===== src/hw/alert_map.svh =====
`ifndef ALERT_MAP_SVH
`define ALERT_MAP_SVH
`define ALERT_PAGE 8'h00
`define ALERT_CONFIG_ADDR 8'h32
`define ALERT_MASK_ADDR 8'h33
`define ALERT_FLAGS_ADDR 8'h36
`define ALERT_CONFIG_RESET 8'h00
`define ALERT_MASK_RESET 8'hFF
`define ALERT_FLAGS_RESET 8'h00
`define CFG_POL_BIT 7
`define CFG_MODE_HI 6
`define CFG_MODE_LO 5
`define CFG_READBACK_BIT 2
`define SRC_CLK_ERR_BIT 7
`define SRC_PLL_LOCK_BIT 6
`define CLK_FREQ_KHZ 25000
`define ALERT_PULSE_MS 2
`define ALERT_PERIOD_MS 4
`endif


===== src/hw/alert_pkg.sv =====
package alert_pkg;
	typedef enum logic [1:0] {
		MODE_LEVEL = 2'b00,
		MODE_RESERVED = 2'b01,
		MODE_REPEAT = 2'b10,
		MODE_ONESHOT = 2'b11
	} alert_mode_t;
	typedef enum logic [1:0] {
		TMR_IDLE = 2'b00,
		TMR_ON = 2'b01,
		TMR_OFF = 2'b10
	} timer_state_t;
endpackage


===== src/hw/alert_timer_if.sv =====
`timescale 1ns/1ps
`default_nettype none
interface alert_timer_if;
	logic repeat_en;
	logic shot_start;
	logic phase_on;
	modport ctrl (output repeat_en, output shot_start, input phase_on);
	modport timer (input repeat_en, input shot_start, output phase_on);
endinterface
`default_nettype wire


===== src/hw/alert_ctrl.sv =====
`timescale 1ns/1ps
`default_nettype none
`include "alert_map.svh"
module alert_ctrl #(
	parameter int PULSE_CYCLES = `ALERT_PULSE_MS * `CLK_FREQ_KHZ,
	parameter int PERIOD_CYCLES = `ALERT_PERIOD_MS * `CLK_FREQ_KHZ,
	parameter int CNT_W = 20
) (
	input wire logic clk,
	input wire logic reset_n,
	input wire logic ce,
	input wire logic [7:0] reg_page,
	input wire logic [7:0] reg_addr,
	input wire logic reg_wr,
	input wire logic [7:0] reg_wdata,
	input wire logic reg_rd,
	output logic [7:0] reg_rdata,
	input wire logic clk_err_event,
	input wire logic pll_lock_event,
	output logic alert_pin
);
	import alert_pkg::*;

	logic [7:0] config_reg, config_next;
	logic [7:0] mask_reg, mask_next;
	logic [7:0] flags_reg, flags_next;
	logic [7:0] rdata_reg, rdata_next;
	logic pin_reg, pin_next;
	logic [7:0] events;
	logic [7:0] visible;
	logic [7:0] unmasked;
	logic page_hit;
	logic pending;
	logic active;
	alert_mode_t mode;
	alert_timer_if tif ();

	alert_pulse_timer #(
		.CNT_W(CNT_W),
		.PULSE_CYCLES(PULSE_CYCLES),
		.PERIOD_CYCLES(PERIOD_CYCLES)
	) u_timer (
		.clk(clk),
		.reset_n(reset_n),
		.ce(ce),
		.tif(tif)
	);

	always_comb begin
		events = 8'h00;
		events[`SRC_CLK_ERR_BIT] = clk_err_event;
		events[`SRC_PLL_LOCK_BIT] = pll_lock_event;
	end

	assign mode = alert_mode_t'(config_reg[`CFG_MODE_HI:`CFG_MODE_LO]);
	assign page_hit = (reg_page == `ALERT_PAGE);
	assign unmasked = flags_reg & ~mask_reg;
	assign pending = |unmasked;
	assign visible = config_reg[`CFG_READBACK_BIT] ? unmasked : flags_reg;
	assign tif.repeat_en = (mode == MODE_REPEAT) && pending;
	assign tif.shot_start = (mode == MODE_ONESHOT) && |(events & ~mask_reg);

	always_comb begin
		unique case (mode)
			MODE_LEVEL: active = pending;
			MODE_REPEAT: active = pending && tif.phase_on;
			MODE_ONESHOT: active = tif.phase_on;
			MODE_RESERVED: active = 1'b0;
		endcase
	end

	always_comb begin
		config_next = config_reg;
		mask_next = mask_reg;
		flags_next = flags_reg;
		rdata_next = rdata_reg;
		if (reg_wr && page_hit && reg_addr == `ALERT_CONFIG_ADDR) begin
			config_next = reg_wdata & 8'hE4;
		end
		if (reg_wr && page_hit && reg_addr == `ALERT_MASK_ADDR) begin
			mask_next = reg_wdata;
		end
		if (reg_rd) begin
			rdata_next = 8'h00;
			if (page_hit) begin
				unique case (reg_addr)
					`ALERT_CONFIG_ADDR: rdata_next = config_reg;
					`ALERT_MASK_ADDR: rdata_next = mask_reg;
					`ALERT_FLAGS_ADDR: begin
						rdata_next = visible & 8'hC0;
						flags_next = flags_reg & ~visible;
					end
					default: rdata_next = 8'h00;
				endcase
			end
		end
		flags_next = (flags_next | events) & 8'hC0;
		pin_next = config_reg[`CFG_POL_BIT] ? active : ~active;
	end

	always_ff @(posedge clk or negedge reset_n) begin
		if (!reset_n) begin
			config_reg <= `ALERT_CONFIG_RESET;
			mask_reg <= `ALERT_MASK_RESET;
			flags_reg <= `ALERT_FLAGS_RESET;
			rdata_reg <= 8'h00;
			pin_reg <= 1'b1;
		end else if (ce) begin
			config_reg <= config_next;
			mask_reg <= mask_next;
			flags_reg <= flags_next;
			rdata_reg <= rdata_next;
			pin_reg <= pin_next;
		end
	end

	assign reg_rdata = rdata_reg;
	assign alert_pin = pin_reg;
endmodule
`default_nettype wire


===== src/hw/alert_pulse_timer.sv =====
`timescale 1ns/1ps
`default_nettype none
module alert_pulse_timer #(
	parameter int CNT_W = 20,
	parameter int PULSE_CYCLES = 50000,
	parameter int PERIOD_CYCLES = 100000
) (
	input wire logic clk,
	input wire logic reset_n,
	input wire logic ce,
	alert_timer_if.timer tif
);
	import alert_pkg::*;
	localparam logic [CNT_W-1:0] ON_LAST = CNT_W'(PULSE_CYCLES - 1);
	localparam logic [CNT_W-1:0] OFF_LAST = CNT_W'(PERIOD_CYCLES - PULSE_CYCLES - 1);
	timer_state_t state_reg, state_next;
	logic [CNT_W-1:0] cnt_reg, cnt_next;

	always_comb begin
		state_next = state_reg;
		cnt_next = cnt_reg + CNT_W'(1);
		unique case (state_reg)
			TMR_IDLE: begin
				cnt_next = '0;
				if (tif.shot_start || tif.repeat_en) begin
					state_next = TMR_ON;
				end
			end
			TMR_ON: begin
				if (tif.shot_start) begin
					cnt_next = '0;
				end else if (cnt_reg == ON_LAST) begin
					cnt_next = '0;
					state_next = tif.repeat_en ? TMR_OFF : TMR_IDLE;
				end
			end
			TMR_OFF: begin
				if (tif.shot_start) begin
					cnt_next = '0;
					state_next = TMR_ON;
				end else if (!tif.repeat_en) begin
					cnt_next = '0;
					state_next = TMR_IDLE;
				end else if (cnt_reg == OFF_LAST) begin
					cnt_next = '0;
					state_next = TMR_ON;
				end
			end
			default: begin
				cnt_next = '0;
				state_next = TMR_IDLE;
			end
		endcase
	end

	always_ff @(posedge clk or negedge reset_n) begin
		if (!reset_n) begin
			state_reg <= TMR_IDLE;
			cnt_reg <= '0;
		end else if (ce) begin
			state_reg <= state_next;
			cnt_reg <= cnt_next;
		end
	end

	assign tif.phase_on = (state_reg == TMR_ON);
endmodule
`default_nettype wire


===== config.mk =====
export PLATFORM = sky130hd
export DESIGN_NAME = alert_ctrl
export DESIGN_NICKNAME = d
export VERILOG_FILES = /design/src/hw/alert_pkg.sv /design/src/hw/alert_timer_if.sv /design/src/hw/alert_ctrl.sv /design/src/hw/alert_pulse_timer.sv
export VERILOG_INCLUDE_DIRS = /design/src /design/src/hw
export SDC_FILE = /design/constraint.sdc
export NUM_CORES = 1
export LEC_CHECK = 0
export ABC_AREA = 1
export BUFFER_PORTS_ARGS = -buffer_cell sky130_fd_sc_hd__buf_2
export CORE_MARGIN = 5
export CORE_UTILIZATION = 23
export DETAILED_ROUTE_END_ITERATION = 8
export PLACE_DENSITY = 0.47
export RECOVER_POWER = 50
export SLEW_MARGIN = 15
export SYNTH_ARGS = -nofsm -noshare
export SYNTH_HDL_FRONTEND = slang
export SYNTH_HIERARCHICAL = 1
export SYNTH_SLANG_ARGS = --single-unit

===== constraint.sdc =====
create_clock -name clk -period 3.71 [get_ports clk]
set_input_delay 0.742 -clock clk [delete_from_list [all_inputs] [get_ports clk]]
set_output_delay 0.742 -clock clk [all_outputs]
set_load 0.05 [all_outputs]

Yosys cells after proc, flatten, opt, wreduce, memory -nomap -nowiden
Cells that the tools add are included.
{"block": "word_totals", "reg_bits": 45, "output_inout_bits": 9}
{"block": "op_classes", "addsub": 1, "n_eq_ne": 13, "mux": 21, "n_bitwise": 7, "reduce_logical": 16}
{"op": "20-bit two-way mux", "count": 4}
{"op": "8-bit two-way mux", "count": 5}
{"op": "20-bit case mux with 2 select lines", "count": 1}
{"op": "8-bit bitwise AND", "count": 3}
{"op": "8-bit by 6-bit equality test with 1-bit output (second input constant)", "count": 3}
{"op": "8-bit case mux with 3 select lines", "count": 1}
{"op": "20-bit by 1-bit adder with 20-bit output (second input constant)", "count": 1}
{"op": "20-bit by 16-bit equality test with 1-bit output (second input constant)", "count": 1}
{"op": "8-bit inverter", "count": 2}
{"op": "8-bit OR reduction", "count": 2}
{"op": "2-bit two-way mux", "count": 7}
{"op": "8-bit zero test", "count": 1}
{"op": "8-bit bitwise OR", "count": 1}
{"op": "2-bit equality test (second input constant)", "count": 3}
{"op": "1-bit logical AND", "count": 6}
{"op": "2-bit case mux with 3 select lines", "count": 1}
{"op": "2-bit AND reduction", "count": 3}
{"op": "5-bit AND reduction", "count": 1}
{"op": "2-bit by 1-bit equality test with 1-bit output (second input constant)", "count": 2}
{"op": "2-bit zero test", "count": 2}
{"op": "2-bit by 1-bit inequality test with 1-bit output (second input constant)", "count": 2}
{"op": "4-bit inequality test (second input constant)", "count": 1}
{"op": "1-bit case mux with 4 select lines", "count": 1}
{"op": "2-bit inequality test (second input constant)", "count": 1}
{"op": "other kinds (3)", "count": 3}

Logic depth before layout (Yosys ltp)
{"block": "logic_depth", "ltp_word": 9, "ltp_mapped": 10}

By module
The synthesis kept the hierarchy.
{"mod": "alert_pulse_timer", "instances": 1, "cells_per_inst": 205, "area_per_inst_um2": 1525.2, "seq_area_each_um2": 550.5}
{"mod": "alert_ctrl", "instances": 1, "cells_per_inst": 153, "area_per_inst_um2": 1249.9, "seq_area_each_um2": 586.8}

Worst setup path after synthesis
OpenSTA, ideal clock, no wires.
{"block": "synth_timing", "path_type": "input port to flip-flop", "startpoint": "input port pll_lock_event", "endpoint": "register u_timer.cnt_reg[10]", "setup_time_ps": 123, "arrival_ps": 1820, "required_time_ps": 3587, "setup_slack_ps": 1767, "stages": 9, "path_buffers": 1, "path_cell_list": "nand2_1 > a211oi_1 > inv_1 > and3_1 > nand2_2 > nand2_4 > nand2_4 > buf_12 > o21ai_2"}
{"block": "synth_between", "elab_chain_len": 5}
{"item": "start: declaration", "line": "alert_ctrl.sv:19", "text": "input wire logic pll_lock_event,"}
{"item": "8-bit bitwise AND (*)", "line": "alert_ctrl.sv:61", "text": "assign tif.shot_start = (mode == MODE_ONESHOT) && |(events & ~mask_reg);"}
{"item": "8-bit OR reduction (*)", "line": "alert_ctrl.sv:61"}
{"item": "1-bit logical AND (*)", "line": "alert_ctrl.sv:61"}
{"item": "via tif.shot_start", "line": "alert_timer_if.sv:5", "text": "logic shot_start;"}
{"item": "20-bit two-way mux, on equally long branches", "line": "alert_pulse_timer.sv:38, alert_pulse_timer.sv:30"}
{"item": "20-bit case mux with 2 select lines (*)", "line": "alert_pulse_timer.sv:22", "text": "unique case (state_reg)"}
{"item": "end signal: assignment", "line": "alert_pulse_timer.sv:62", "text": "cnt_reg <= cnt_next;"}
{"item": "end: declaration", "line": "alert_pulse_timer.sv:17", "text": "logic [CNT_W-1:0] cnt_reg, cnt_next;"}
The timed path passes the listed nets; every way through them passes the cells marked *.
A chain may end at the register's enable or synchronous reset.

Worst setup path after layout
{"block": "layout_timing", "startpoint": "input port reg_addr[6]", "endpoint": "register mask_reg[6]"}
{"block": "layout_between", "elab_chain_len": 3}
{"item": "start: declaration", "line": "alert_ctrl.sv:13", "text": "input wire logic [7:0] reg_addr,"}
{"item": "8-bit by 6-bit equality test with 1-bit output"}
{"item": "1-bit logical AND (no source line)"}
{"item": "2-bit AND reduction (no source line)"}
{"item": "end signal: assignment", "line": "alert_ctrl.sv:104", "text": "mask_reg <= `ALERT_MASK_RESET;"}
{"item": "end signal: assignment", "line": "alert_ctrl.sv:110", "text": "mask_reg <= mask_next;"}
{"item": "end: declaration", "line": "alert_ctrl.sv:25", "text": "logic [7:0] mask_reg, mask_next;"}
No other way between the ends.

==> results.toml <==
[route]
routed_wl_um = 6400
wl_per_cell_um = 11.7
dr.first_iter.drc_count = 88
drc = 0
first_pass_iters = 4
via_count = 2346
vias_per_cell = 4.29
drt.antenna.violating_nets = 0

[worst_setup_path]
path_max_fanout = 16
cp.arrival_ns = 2.19
end_kind = "flip-flop"
start_kind = "input pin"
worstPathRequired_ns = 3.93
crit_type = "input pin to flip-flop"

[layout]
layout.nets = 435
fill_cells = 1301
largest_reg_flops = 20
syn2layout_area_growth_pct = 18.8
final_layout_size_suffix_gt1_share_pct = 25.8
n_antenna_cell = 0
fin_area_um2 = 3300

[timing]
hold_viol_final = 0
slew_viol_final = 0
min_period_ns = 1.98
fin_skew_ns = 0.00475
setup_tns_ns = 0
rsz0062_at_grt = "no"
fmax_ghz = 0.505
max-slew-margin-rel_pct = 51.2
setup_viol = 0
fin_crit_sh_pct = 53.3
worst_pin_slew_ns = 0.729

[cts]
cts_resized = 0
root_buffer = "clkbuf_16"
cts_sinks = 45
insertion_delay_ns = 0.28
cts_buffers = 5
htree_num_levels = 2
cts_tree = "yes"
clock_path_buffers = 2
clkTransAtPathRegs_ns = 0.07
cts_hold_buf = 0
postCtsSetupRepairBufs = 0

[floorplan]
dieHeight_um = 120
core_um2 = 11900
boundaryPins = 40
rows = 40
die_area_um2 = 14400
die_w_um = 120
initial_core_util_pct = 23.3

[synth]
synth-edff-count = 0
avgSynthCellArea_um2 = 7.75
ys_types = 36
netlist_area_um2 = 2780
yosys-top-cells-area = "dfrtp_1 (32%), nand2_1 (15%), dfstp_2 (8.5%)"
ys_seq_area_share_pct = 41.0
synth_warnings = 6
synth_top_area_share_pct = 32.5
synthFlopType = "dfrtp_1"
synth_seq_cells = 45
yosys.area.top_type = "dfrtp_1"
synth_cells = 358
synthArstFlopShare_pct = 100
synthesis.nets = 394

[status]
status = "completed"

[power]
ir_drop_v = 0.000168
p_leak_uw = 0.00157
clkPwrFrac_pct = 46.7
p_int_uw = 942
comb_power_share_pct = 9.4
p_sw_share_pct = 23.4
power_density_nw_per_um2 = 373
pwr-share-seq_pct = 43.9
power.switching_uw = 288

[place]
dp.final_hpwl_um = 4780
gp_congestion = 0.772
portBuffers = 39
post_dp_cell_area_um2 = 3110

[grt]
grt_util_all_layers_pct = 9.70
antenna_found_initial = 0
grt_pass1_wl_um = 11500
grt_pass1_vias = 2428
overflow = 0
grt_max_degree = 46

[hold_path]
hp-class = "input pin to asynchronous set/reset pin"

[job]
cap_violations = 0
## cells by family (layout without fill, tap and decap cells)
kind of cell	after synthesis	after routing	synth area share [%]
buffers and inverters	53	95	8.16
AOI/OAI and AO/OA	50	50	11.9
xor gates and xnor gates	10	10	3.16
DFF	45	45	41.0
and+or+nand+nor	195	195	33.5
adders and majority gates	5	5	2.25
## worst max-delay path, stage by stage
cell and delay (ns):
buf_2 0.09, inv_1 0.04, nand2_1 0.05, nor2_1 0.55, and2_4 0.29, nand3_4 0.21
nand2_1 0.15, o21ai_2 0.06
## cells in the mapped netlist (4+ instances only)
cell / instances
inv_1: 44
o21ai_2: 17
xor2_1: 8
ha_1: 5
inv_2: 4
nand3_1: 31
nand2_1: 111
o21ai_0: 16
nand3_2: 4
nand2_2: 6
a21oi_1: 4
dfstp_2: 9
o21ai_1: 6
dfrtp_1: 36
nor2_1: 19
nor2_2: 7
## through the flow
step	hold WS, ns	std cells	power (µW)	util (%)	setup WS [ns]
2_1_floorplan	0.446	358	619	-	1.77
3_3_place_gp	0.462	539	664	26.1	1.51
3_5_place_dp	0.468	539	664	26.1	1.45
4_1_cts	0.480	547	1260	27.7	1.76
5_1_grt	0.493	547	1290	27.7	1.56
6_report	0.451	547	1230	27.7	1.73
## cell type report
cell class | instances | area, µm² | share of cell area [%]
tap | 147 | 184 | 5.58
clock inverter | 3 | 65.1 | 1.97
inverter | 48 | 180 | 5.46
timing repair buffer | 39 | 198 | 5.99
clock buffer | 5 | 125 | 3.79
multi-input combinational | 260 | 1410 | 42.7
sequential | 45 | 1140 | 34.5
## layer usage
metal,GRT usage [%],share of wire (%),vias to the layer above
met4,3.08,1.4,0
met2,16.4,49,19
met5,0,0,-
li1,-,-,1225
met3,1.51,1.7,5
met1,12.7,48,1097
## power by group through the flow
stage / sequential, µW / combinational, µW / clock, µW
2_1_floorplan: 546 / 73.4 / 0
3_3_place_gp: 549 / 116 / 0
3_5_place_dp: 548 / 115 / 0
4_1_cts: 540 / 117 / 598
5_1_grt: 543 / 134 / 617
6_report: 540 / 115 / 575
## worst paths after layout
check	start	end	slack [ns]	cells after the start
max	reg_addr[6]	mask_reg[6]	1.73	8
min	reset_n	u_timer/cnt_reg[15]	0.45	1
max reg2reg	mask_reg[6]	u_timer/cnt_reg[2]	1.81	8
min reg2reg	mask_reg[4]	mask_reg[4]	0.48	2
max in group asynchronous	reset_n	config_reg[7]	2.85	1
min in group clk	mask_reg[4]	mask_reg[4]	0.48	2
## cell usage in the layout, fill, tap and decap left out, drive strengths merged, types with 2 or more instances in the layout
| cell | n |
|---|---|
| nand3 | 36 |
| clkbuf | 5 |
| a211oi | 3 |
| nor3 | 2 |
| dfstp | 9 |
| o21ai | 39 |
| a21oi | 5 |
| nand4 | 4 |
| inv | 48 |
| xnor2 | 2 |
| buf | 39 |
| a21boi | 2 |
| xor2 | 8 |
| bufinv | 2 |
| dfrtp | 36 |
| ha | 5 |
| nand2 | 119 |
| nor2 | 30 |
(Power assumes the default switching activity.)
